==> src/logic/brs_pkg.sv <==
// package: constants for the brown-out reset sequencer
package brs_pkg;
    // ********************
    // register map (apb byte addresses, status word index)
    // ********************
    localparam logic [11:0] STATUS_IDX = 12'h003;
    localparam logic [11:0] STATUS_ADDR = 12'h00c;
    localparam logic [11:0] PWRCTL_ADDR = 12'h010;
    localparam logic [11:0] CFG_ADDR = 12'h014;
    localparam logic [11:0] EVT_ADDR = 12'h018;
    localparam logic [11:0] MASK_ADDR = 12'h01c;
    localparam logic [11:0] PC_ADDR = 12'h020;
    // ********************
    // field positions
    // ********************
    localparam int STATUS_PDN_BIT = 3;
    localparam int STATUS_TO_BIT = 4;
    localparam int PWRCTL_BRO_BIT = 0;
    localparam int PWRCTL_POR_BIT = 1;
    localparam int CFG_BREN_LSB = 0;
    localparam int CFG_BTRIP_BIT = 2;
    localparam int CFG_PUTD_BIT = 3;
    localparam int CFG_OSC_LSB = 4;
    // ********************
    // reset values
    // ********************
    localparam logic [7:0] STATUS_RST = 8'h18;
    localparam logic [7:0] CFG_RST = 8'h03;
    localparam logic [7:0] MASK_RST = 8'h00;
    localparam logic [15:0] PC_VECTOR = 16'h0000;
    // ********************
    // enable codes
    // ********************
    localparam logic [1:0] BREN_ALWAYS = 2'h3;
    localparam logic [1:0] BREN_AWAKE = 2'h2;
    // ********************
    // timing
    // ********************
    localparam int CLK_MHZ = 200;
    localparam int PUT_MS = 64;
    localparam longint PUT_CYC = longint'(PUT_MS) * 1000 * CLK_MHZ;
    localparam int OSU_PERIODS = 1024;
    localparam int POR_PULSE_CYC = 16;
    localparam int BRO_MIN_NS = 100;
    localparam int BRO_MIN_CYC = (BRO_MIN_NS * CLK_MHZ + 999) / 1000;
    // ********************
    // types
    // ********************
    typedef enum logic [2:0] {
        ST_POR = 3'b000,
        ST_PUT = 3'b001,
        ST_OSU = 3'b010,
        ST_RUN = 3'b011,
        ST_BRO = 3'b100
    } brs_state_t;
    typedef enum logic [2:0] {
        OSC_LOWPWR = 3'b000,
        OSC_STDXTAL = 3'b001,
        OSC_FASTXTAL = 3'b010,
        OSC_RESCAP = 3'b011,
        OSC_EXTCLK = 3'b100,
        OSC_INT = 3'b101
    } brs_osc_t;
endpackage

==> src/logic/brs_sequencer.sv <==
// module: brown-out reset sequencer with apb register slave
// Operation
// - decode brown-out enable field 11/10/0x
// - one bit selects brown-out threshold
// - trip after low supply exceeds minimum duration
// - brown-out during power-up timer restarts it
// - flash erase forces brown-out on, low threshold
// - power-on pulse, power-up timer, oscillator timer order
// - external clock, timer disabled: no delay
// - delays run regardless of reset pin
// - crystal modes add 1024 oscillator periods
// - power control bit0 brown-out, bit1 power-on
// - brown-out flag cleared by brown-out reset
// - brown-out flag undefined when detection off
// - power-on flag cleared only on power-on
// - time-out and power-down flags per cause
// - sleep wake-up keeps registers, pc advances
// - power-up timer on slow clock holds reset
// - timer disable bit set disables power-up timer
//
// Our own choice: the APB slave port.
`timescale 1ns/1ps
module brs_sequencer #(
    parameter longint PUT_CYCLES = brs_pkg::PUT_CYC
) (
    // clock, reset, enable
    input wire logic i_ref_clk,
    input wire logic i_srst,
    input wire logic i_clk_en,
    // supply and timing sources
    input wire logic i_supply_low_hi,
    input wire logic i_supply_low_lo,
    input wire logic i_slow_tick,
    input wire logic i_osc_tick,
    input wire logic i_flash_erase,
    // core events
    input wire logic i_external_reset_pin_n,
    input wire logic i_sleeping,
    input wire logic i_wdt_timeout,
    input wire logic i_wake_irq,
    input wire logic [15:0] i_pc,
    // apb slave
    input wire logic i_psel,
    input wire logic i_penable,
    input wire logic i_pwrite,
    input wire logic [11:0] i_paddr,
    input wire logic [31:0] i_pwdata,
    output logic [31:0] o_prdata,
    output logic o_pready,
    output logic o_pslverr,
    // outputs
    output logic o_chip_reset,
    output logic o_brownout_threshold,
    output logic [15:0] o_pc_load,
    output logic o_pc_load_en,
    output logic o_irq
);
    // ********************
    // registers
    // ********************
    brs_pkg::brs_state_t state_q, state_d;
    logic [7:0] cfg_q;
    logic [7:0] status_q;
    logic [1:0] pwrctl_q;
    logic [2:0] evt_q;
    logic [2:0] mask_q;
    logic [15:0] pc_q;
    logic [31:0] cnt_q;
    logic [10:0] osu_q;
    logic [7:0] low_q;
    logic [31:0] prdata_q;
    logic pc_en_q;
    logic first_q;

    // ********************
    // configuration decode
    // ********************
    wire [1:0] bren = cfg_q[brs_pkg::CFG_BREN_LSB +: 2];
    wire [2:0] osc = cfg_q[brs_pkg::CFG_OSC_LSB +: 3];
    wire put_en = ~cfg_q[brs_pkg::CFG_PUTD_BIT];
    wire crystal = (osc == brs_pkg::OSC_LOWPWR) |
                   (osc == brs_pkg::OSC_STDXTAL) |
                   (osc == brs_pkg::OSC_FASTXTAL);
    // erase forces low threshold on, whatever the config says
    wire bro_on = i_flash_erase | (bren == brs_pkg::BREN_ALWAYS) |
                  ((bren == brs_pkg::BREN_AWAKE) & ~i_sleeping);
    assign o_brownout_threshold = i_flash_erase ? 1'b0 :
                                  cfg_q[brs_pkg::CFG_BTRIP_BIT];
    wire low_now = o_brownout_threshold ? i_supply_low_hi : i_supply_low_lo;
    // filter: a trip needs the low level held the minimum duration
    wire bro_trip = bro_on & low_now &
                    (low_q >= 8'(brs_pkg::BRO_MIN_CYC - 1));
    wire put_done = (cnt_q >= 32'(PUT_CYCLES - 1)) & i_slow_tick;
    wire osu_done = (osu_q == 11'(brs_pkg::OSU_PERIODS - 1)) & i_osc_tick;
    wire por_done = cnt_q >= 32'(brs_pkg::POR_PULSE_CYC - 1);

    // ********************
    // apb decode
    // ********************
    wire acc = i_psel & i_penable;
    wire wr = acc & i_pwrite;
    wire rd_status = acc & ~i_pwrite & (i_paddr == brs_pkg::STATUS_ADDR);
    wire rd_evt = acc & ~i_pwrite & (i_paddr == brs_pkg::EVT_ADDR);
    wire hit = (i_paddr == brs_pkg::STATUS_ADDR) |
               (i_paddr == brs_pkg::PWRCTL_ADDR) |
               (i_paddr == brs_pkg::CFG_ADDR) |
               (i_paddr == brs_pkg::EVT_ADDR) |
               (i_paddr == brs_pkg::MASK_ADDR) |
               (i_paddr == brs_pkg::PC_ADDR);
    assign o_pready = 1'b1;
    assign o_pslverr = acc & ~hit;
    assign o_prdata = prdata_q;
    wire [31:0] rd_mux =
        (i_paddr == brs_pkg::STATUS_ADDR) ? {24'h000000, status_q} :
        (i_paddr == brs_pkg::PWRCTL_ADDR) ? {30'h00000000, pwrctl_q} :
        (i_paddr == brs_pkg::CFG_ADDR) ? {24'h000000, cfg_q} :
        (i_paddr == brs_pkg::EVT_ADDR) ? {29'h00000000, evt_q} :
        (i_paddr == brs_pkg::MASK_ADDR) ? {29'h00000000, mask_q} :
        (i_paddr == brs_pkg::PC_ADDR) ? {16'h0000, pc_q} : 32'h00000000;

    // ********************
    // time-out sequence
    // ********************
    // chip held in reset through every pre-run state and while pin is low
    assign o_chip_reset = (state_q != brs_pkg::ST_RUN) |
                          ~i_external_reset_pin_n;
    always_comb begin
        state_d = state_q;
        case (state_q)
            brs_pkg::ST_POR: begin
                if (por_done) begin
                    // no delay at all for ec with timer disabled
                    state_d = put_en ? brs_pkg::ST_PUT :
                              crystal ? brs_pkg::ST_OSU :
                              brs_pkg::ST_RUN;
                end
            end
            brs_pkg::ST_BRO: begin
                if (!(bro_on & low_now)) begin
                    state_d = put_en ? brs_pkg::ST_PUT :
                              crystal ? brs_pkg::ST_OSU :
                              brs_pkg::ST_RUN;
                end
            end
            brs_pkg::ST_PUT: begin
                if (put_done) begin
                    state_d = crystal ? brs_pkg::ST_OSU :
                              brs_pkg::ST_RUN;
                end
            end
            brs_pkg::ST_OSU: begin
                if (osu_done) begin
                    state_d = brs_pkg::ST_RUN;
                end
            end
            brs_pkg::ST_RUN: state_d = brs_pkg::ST_RUN;
            default: state_d = brs_pkg::ST_POR;
        endcase
        if (bro_trip && state_q != brs_pkg::ST_POR) begin
            state_d = brs_pkg::ST_BRO;
        end
    end

    wire enter_bro = bro_trip & (state_q != brs_pkg::ST_BRO) &
                     (state_q != brs_pkg::ST_POR);
    wire pin_reset = ~i_external_reset_pin_n & (state_q == brs_pkg::ST_RUN);
    wire wdt_reset = i_wdt_timeout & ~i_sleeping &
                     (state_q == brs_pkg::ST_RUN);
    wire wdt_wake = i_wdt_timeout & i_sleeping &
                    (state_q == brs_pkg::ST_RUN);
    wire irq_wake = i_wake_irq & i_sleeping & (state_q == brs_pkg::ST_RUN);
    wire [2:0] evt_set = {pin_reset | wdt_reset, enter_bro,
                          first_q};

    always_ff @(posedge i_ref_clk) begin
        if (i_srst) begin
            state_q <= brs_pkg::ST_POR;
            cnt_q <= 32'h00000000;
            osu_q <= 11'h000;
            low_q <= 8'h00;
        end else if (i_clk_en) begin
            state_q <= state_d;
            low_q <= (bro_on & low_now) ?
                     ((low_q == 8'hff) ? low_q : low_q + 8'h01) : 8'h00;
            if (state_d != state_q || state_q == brs_pkg::ST_BRO) begin
                cnt_q <= 32'h00000000;
            end else if (state_q == brs_pkg::ST_POR ||
                         (state_q == brs_pkg::ST_PUT && i_slow_tick)) begin
                cnt_q <= cnt_q + 32'h00000001;
            end
            if (state_q != brs_pkg::ST_OSU) begin
                osu_q <= 11'h000;
            end else if (i_osc_tick) begin
                osu_q <= osu_q + 11'h001;
            end
        end
    end

    // ********************
    // status, power control, pc
    // ********************
    always_ff @(posedge i_ref_clk) begin
        if (i_srst) begin
            status_q <= brs_pkg::STATUS_RST;
            // brown-out flag has no defined power-on value; zero chosen
            pwrctl_q <= 2'h0;
            pc_q <= brs_pkg::PC_VECTOR;
            pc_en_q <= 1'b0;
            first_q <= 1'b1;
        end else if (i_clk_en) begin
            first_q <= 1'b0;
            pc_en_q <= 1'b0;
            if (wr && i_paddr == brs_pkg::STATUS_ADDR) begin
                status_q <= i_pwdata[7:0];
            end
            if (wr && i_paddr == brs_pkg::PWRCTL_ADDR) begin
                pwrctl_q <= i_pwdata[1:0];
            end
            // power-on flag is left alone: only a power-on clears it
            if (enter_bro) begin
                pwrctl_q[brs_pkg::PWRCTL_BRO_BIT] <= 1'b0;
                status_q[brs_pkg::STATUS_TO_BIT] <= 1'b1;
                status_q[brs_pkg::STATUS_PDN_BIT] <= 1'b1;
            end else if (wdt_reset) begin
                status_q[brs_pkg::STATUS_TO_BIT] <= 1'b0;
            end else if (wdt_wake) begin
                status_q[brs_pkg::STATUS_TO_BIT] <= 1'b0;
                status_q[brs_pkg::STATUS_PDN_BIT] <= 1'b0;
            end else if (pin_reset && i_sleeping) begin
                status_q[brs_pkg::STATUS_TO_BIT] <= 1'b1;
                status_q[brs_pkg::STATUS_PDN_BIT] <= 1'b0;
            end else if (irq_wake) begin
                status_q[brs_pkg::STATUS_TO_BIT] <= 1'b1;
                status_q[brs_pkg::STATUS_PDN_BIT] <= 1'b0;
            end
            if (wdt_wake || irq_wake) begin
                pc_q <= i_pc + 16'h0001;
                pc_en_q <= 1'b1;
            end else if (enter_bro || pin_reset || wdt_reset) begin
                pc_q <= brs_pkg::PC_VECTOR;
                pc_en_q <= 1'b1;
            end
        end
    end
    assign o_pc_load = pc_q;
    assign o_pc_load_en = pc_en_q;

    // ********************
    // config, events, mask, read data
    // ********************
    always_ff @(posedge i_ref_clk) begin
        if (i_srst) begin
            cfg_q <= brs_pkg::CFG_RST;
            mask_q <= brs_pkg::MASK_RST[2:0];
            evt_q <= 3'h0;
            prdata_q <= 32'h00000000;
        end else if (i_clk_en) begin
            if (wr && i_paddr == brs_pkg::CFG_ADDR) begin
                cfg_q <= i_pwdata[7:0];
            end
            if (wr && i_paddr == brs_pkg::MASK_ADDR) begin
                mask_q <= i_pwdata[2:0];
            end
            // new events win over the read clear
            evt_q <= (rd_evt ? 3'h0 : evt_q) | evt_set;
            if (acc && !i_pwrite) begin
                prdata_q <= rd_mux;
            end
        end
    end
    assign o_irq = |(evt_q & mask_q);

    // ********************
    // checks
    // ********************
    a_reset_held_off: assert property (@(posedge i_ref_clk)
        disable iff (i_srst)
        (state_q != brs_pkg::ST_RUN) |-> o_chip_reset)
        else $error("chip reset released before sequence done");
    a_bro_restart: assert property (@(posedge i_ref_clk)
        disable iff (i_srst)
        (i_clk_en && bro_trip && state_q == brs_pkg::ST_PUT) |=>
        (state_q == brs_pkg::ST_BRO && cnt_q == 32'h0))
        else $error("brown-out did not restart power-up timer");
    a_osu_after_put: assert property (@(posedge i_ref_clk)
        disable iff (i_srst)
        (state_q == brs_pkg::ST_OSU) |-> $past(state_q) != brs_pkg::ST_POR
        || !$past(put_en))
        else $error("oscillator timer started before power-up timer");
    a_bro_flag_clr: assert property (@(posedge i_ref_clk)
        disable iff (i_srst)
        (i_clk_en && enter_bro) |=>
        !pwrctl_q[brs_pkg::PWRCTL_BRO_BIT])
        else $error("brown-out flag not cleared");
    a_por_flag_kept: assert property (@(posedge i_ref_clk)
        disable iff (i_srst)
        (i_clk_en && enter_bro && !wr) |=>
        $stable(pwrctl_q[brs_pkg::PWRCTL_POR_BIT]))
        else $error("power-on flag changed by brown-out");
    a_wake_pc_adv: assert property (@(posedge i_ref_clk)
        disable iff (i_srst)
        (i_clk_en && irq_wake && !wdt_wake) |=>
        (o_pc_load == $past(i_pc) + 16'h0001 && o_pc_load_en))
        else $error("wake-up did not advance pc");
    a_wdt_to_clr: assert property (@(posedge i_ref_clk)
        disable iff (i_srst)
        (i_clk_en && wdt_reset && !enter_bro) |=>
        !status_q[brs_pkg::STATUS_TO_BIT])
        else $error("watchdog reset left time-out flag set");
    a_erase_forces: assert property (@(posedge i_ref_clk)
        disable iff (i_srst)
        i_flash_erase |-> (bro_on && !o_brownout_threshold))
        else $error("erase did not force brown-out on");
    a_no_delay_ec: assert property (@(posedge i_ref_clk)
        disable iff (i_srst)
        (i_clk_en && state_q == brs_pkg::ST_POR && por_done && !put_en
         && !crystal && !bro_trip) |=> state_q == brs_pkg::ST_RUN)
        else $error("delay applied with timer disabled");
endmodule
==> config.mk <==
export PLATFORM = sky130hd
export DESIGN_NAME = brs_sequencer
export DESIGN_NICKNAME = d
export VERILOG_FILES = /design/src/logic/brs_pkg.sv /design/src/logic/brs_sequencer.sv
export SDC_FILE = /design/constraint.sdc
export NUM_CORES = 1
export LEC_CHECK = 0
export BUFFER_PORTS_ARGS = -buffer_cell sky130_fd_sc_hd__buf_2
export CAP_MARGIN = 20
export CORE_MARGIN = 2
export CORE_UTILIZATION = 30
export CTS_CLUSTER_SIZE = 20
export DETAILED_ROUTE_END_ITERATION = 10
export GPL_TIMING_DRIVEN = 0
export PLACE_DENSITY = 0.53
export RECOVER_POWER = 100
export SYNTH_ARGS = -nofsm -noshare
export SYNTH_HDL_FRONTEND = slang
export SYNTH_SLANG_ARGS = --single-unit
==> constraint.sdc <==
create_clock -name i_ref_clk -period 4.1 [get_ports i_ref_clk]
set_input_delay 0.205 -clock i_ref_clk [delete_from_list [all_inputs] [get_ports i_ref_clk]]
set_output_delay 0.205 -clock i_ref_clk [all_outputs]
set_load 0.03 [all_outputs]
==> flow_summary.ini <==
[outcome]
status = finished, violations left
violations = capacitance limit, slew limit

[cells_and_area]
final_nets = 882
num-fill-cells = 2012
antenna_cells = 0
design_area_sq_um = 6770
regArea_sq_um = 2240
syn2layout_area_growth_pct = 16.8
multi_input_area_sq_um = 3180
drive_gt1_share_pct = 12.1

[yosys]
ys_warn_count = 0
synth_cell_types = 71
yosysTopAreaCell = dfxtp_1
ys.flop_type = dfxtp_1
avgSynthCellArea_sq_um = 8.36
synth-seq-cells = 112
syn_inst = 693
synth_top_area_share_pct = 38.7
seq_area_frac_synth_pct = 38.7
netlist_area_sq_um = 5800
ys_top_cells_by_area = dfxtp_1, nor2_1, nand2_1
async_flop_share_pct = 0
synth_edf_count = 0

[sta]
finalMaxSlewViolations = 11
hold_ws_ps = 107
fin_tns_setup_ps = 0
rsz0062_at_grt = no
timing.fmax_mhz = 310
max-slew-margin-rel_pct = -13.0
setup_viol = 0
final_hold_viol_count = 0
fin_crit_sh_pct = 78.6
period_minus_slack_ps = 3220
worst_slew_pin_slew_ps = 1680
setup_ws_ps = 879
fin_skew_ps = 6.89

[grt]
grt_overflow_total = 0
grt_pass1_vias = 4843
grt_max_degree = 17
grt_antenna_before_repair = 0
grtUsageTotal_pct = 15.9
grt_pass1_wl_mm = 25.7

[power]
p_sw_mw = 0.523
clockPowerShare_pct = 41.2
power_leakage_nw = 2.47
p_int_mw = 1.64
power_frac_seq_pct = 50.9
p_comb_share_pct = 7.9
switching_share_pct = 24.2
power_mw = 2.16
power_density_nw_per_um2 = 319
peakVddDrop_uv = 185

[drt]
final_antenna_net_count = 0
drtPass1Iterations = 5
via_per_inst = 5.00
drt-initial-drc-count = 337
vias = 5333
drc = 0
drt_wl_total_mm = 16.1
wl_per_cell_microns = 15.1

[setup_path]
crit_type = flop to flop
rr_worst_depth = 9
start_kind = flop
r2r_start = cnt_q[18]$_SDFFE_PP0P_
critPathMaxStageDelay_ps = 650
cp_cell_sequence = clkbuf_1, or4_1, nor2b_1, nand4b_1, a211o_1, nor4_1, clkbuf_1, and3b_1, a221o_1
worstPathRequired_ps = 4400
cp-startpoint = cnt_q[18]$_SDFFE_PP0P_
critPathCaptureType = flop
reg2reg_slack_ps = 880
worstPathArrival_ps = 3520
cp_slowest_cell = nor4_1
rr_endpoint = cnt_q[21]$_SDFFE_PP0P_
cp_common_cell = clkbuf_1
critical_path.max_fanout = 10
critPathCapture = cnt_q[21]$_SDFFE_PP0P_

[clocking]
cts_hold_buf = 0
cts-root-buf = clkbuf_16
cts_tree = yes
cts.clk_slew.worst_paths_ps = 80
postCtsSetupBuffers = 0
cts.sinks = 112
postCtsResizedCells = 0
cts_buffers = 9
cts_buffer_depth = 2
h-tree-depth = 3
worstSkewPairLatency_ps = 360

[floorplanning]
core_area_sq_um = 18800
boundaryPins = 129
dieWidth_microns = 143
initial_core_util_pct = 30.8
die_area_sq_um = 20400
rows = 50
dieHeight_microns = 143

[min_path]
min_path_type = input pin to flop

[place]
place.gp.congestion = 0.808
place_area_sq_um = 6600
place_worst_setup_slack_ps = 1210
port_buffers = 83
hpwl_mm = 12.2

[flow_run]
max_cap_violations = 1
-- Yosys cell counts, drive strengths merged, types with 7 or more instances --
library cell	instances
and2	9
o21ai	19
a211oi	9
a21oi	33
nor4	19
a22oi	18
or2	7
nor2	103
and3	15
dfxtp	112
inv	10
buf	24
xor2	15
xnor2	10
mux2i	20
nand4	12
or3	8
a222oi	7
nand3	39
nor2b	10
a221o	13
nor3	15
nand2	58
clkbuf	31
a31oi	12
-- cells in the final DEF, fill, tap and decap left out, types with 17 or more instances in the layout --
cell type	Yosys	final
a21oi_1	33	33
a22oi_1	18	18
buf_2	1	46
buf_4	19	18
clkbuf_1	25	70
conb_1	2	17
dfxtp_1	112	112
mux2i_1	20	20
nand2_1	57	57
nand3_1	39	39
nor2_1	103	103
nor4_1	15	17
o21ai_0	17	18
-- how the worst min path moves through the flow --
| stage | from | to | slack, ps | depth (start not counted) |
|---|---|---|---|---|
| floorplan | i_pwdata[0] | cfg_q[0]$_SDFFE_PP1P_ | 320 | 1 |
| global placement | o_prdata[14]$_SDFFE_PP0P_ | o_prdata[14]$_SDFFE_PP0P_ | 440 | 2 |
| detailed placement | o_prdata[14]$_SDFFE_PP0P_ | o_prdata[14]$_SDFFE_PP0P_ | 440 | 2 |
| CTS | i_pwdata[5] | cfg_q[5]$_SDFFE_PP0P_ | 100 | 3 |
| global route | i_pwdata[5] | cfg_q[5]$_SDFFE_PP0P_ | 120 | 3 |
| finish | i_pwdata[7] | status_q[7]$_SDFFE_PP0P_ | 110 | 3 |
-- power groups by stage --
stage / clock network (mW) / registers [mW] / logic, mW
floorplan: 0 / 1.13 / 0.104
finish: 0.890 / 1.10 / 0.171
global placement: 0 / 1.12 / 0.176
detailed placement: 0 / 1.12 / 0.176
CTS: 0.908 / 1.10 / 0.177
global route: 0.955 / 1.10 / 0.187
-- critical path: cells and delay by family, from the launching register on --
family / cells / cell delay (ps)
buf+inv: 2 / 590
simple gates: 5 / 1840
compound gates: 2 / 440
flops: 1 / 300
-- layout make-up --
| class | count | area share, % |
|---|---|---|
| Multi-Input combinational cell | 531 | 47.0 |
| Sequential cell | 112 | 33.1 |
| Timing Repair Buffer | 84 | 5.51 |
| Tap cell | 260 | 4.81 |
| Buffer | 55 | 4.72 |
| Clock buffer | 11 | 3.59 |
| Clock inverter | 4 | 0.666 |
| Inverter | 10 | 0.555 |
-- flip-flops by register name (all words and copies together), names as in the netlist --
register      cells
o_prdata         16
status_q          8
evt_q             3
state_q           3
low_q             8
first_q           1
osu_q            11
pwrctl_q          2
cnt_q            32
o_pc_load        16
o_pc_load_en      1
mask_q            3
cfg_q             8
-- per-stage QoR --
stage | cells | util (%)
floorplan | 708 | -
global placement | 1051 | 35.0
detailed placement | 1052 | 35.0
CTS | 1067 | 36.6
global route | 1067 | 35.9
finish | 1067 | 35.9
-- logic make-up (layout without fill, tap and decap cells) --
kind of cell / Yosys count / after routing / share of synthesized area, %
AO/OA/AOI/OAI: 141 / 141 / 17.3
XOR/XNOR: 25 / 25 / 3.78
adder cells (fa/ha/maj): 5 / 5 / 1.04
buffers and inverters: 65 / 164 / 6.58
flip-flops: 112 / 112 / 38.7
multiplexers: 21 / 21 / 3.65
other: 2 / 17 / 0.130
AND/OR/NAND/NOR: 322 / 322 / 28.9
-- per-layer routing --
metal	wire (microns)	global-route usage (%)	vias to the layer above
met1	7880	22.0	2505
met4	178	3.54	0
li1	-	-	2710
met5	0	0	-
met2	7360	25.3	104
met3	698	3.52	14
No activity file was read; power rests on OpenSTA's default activity.
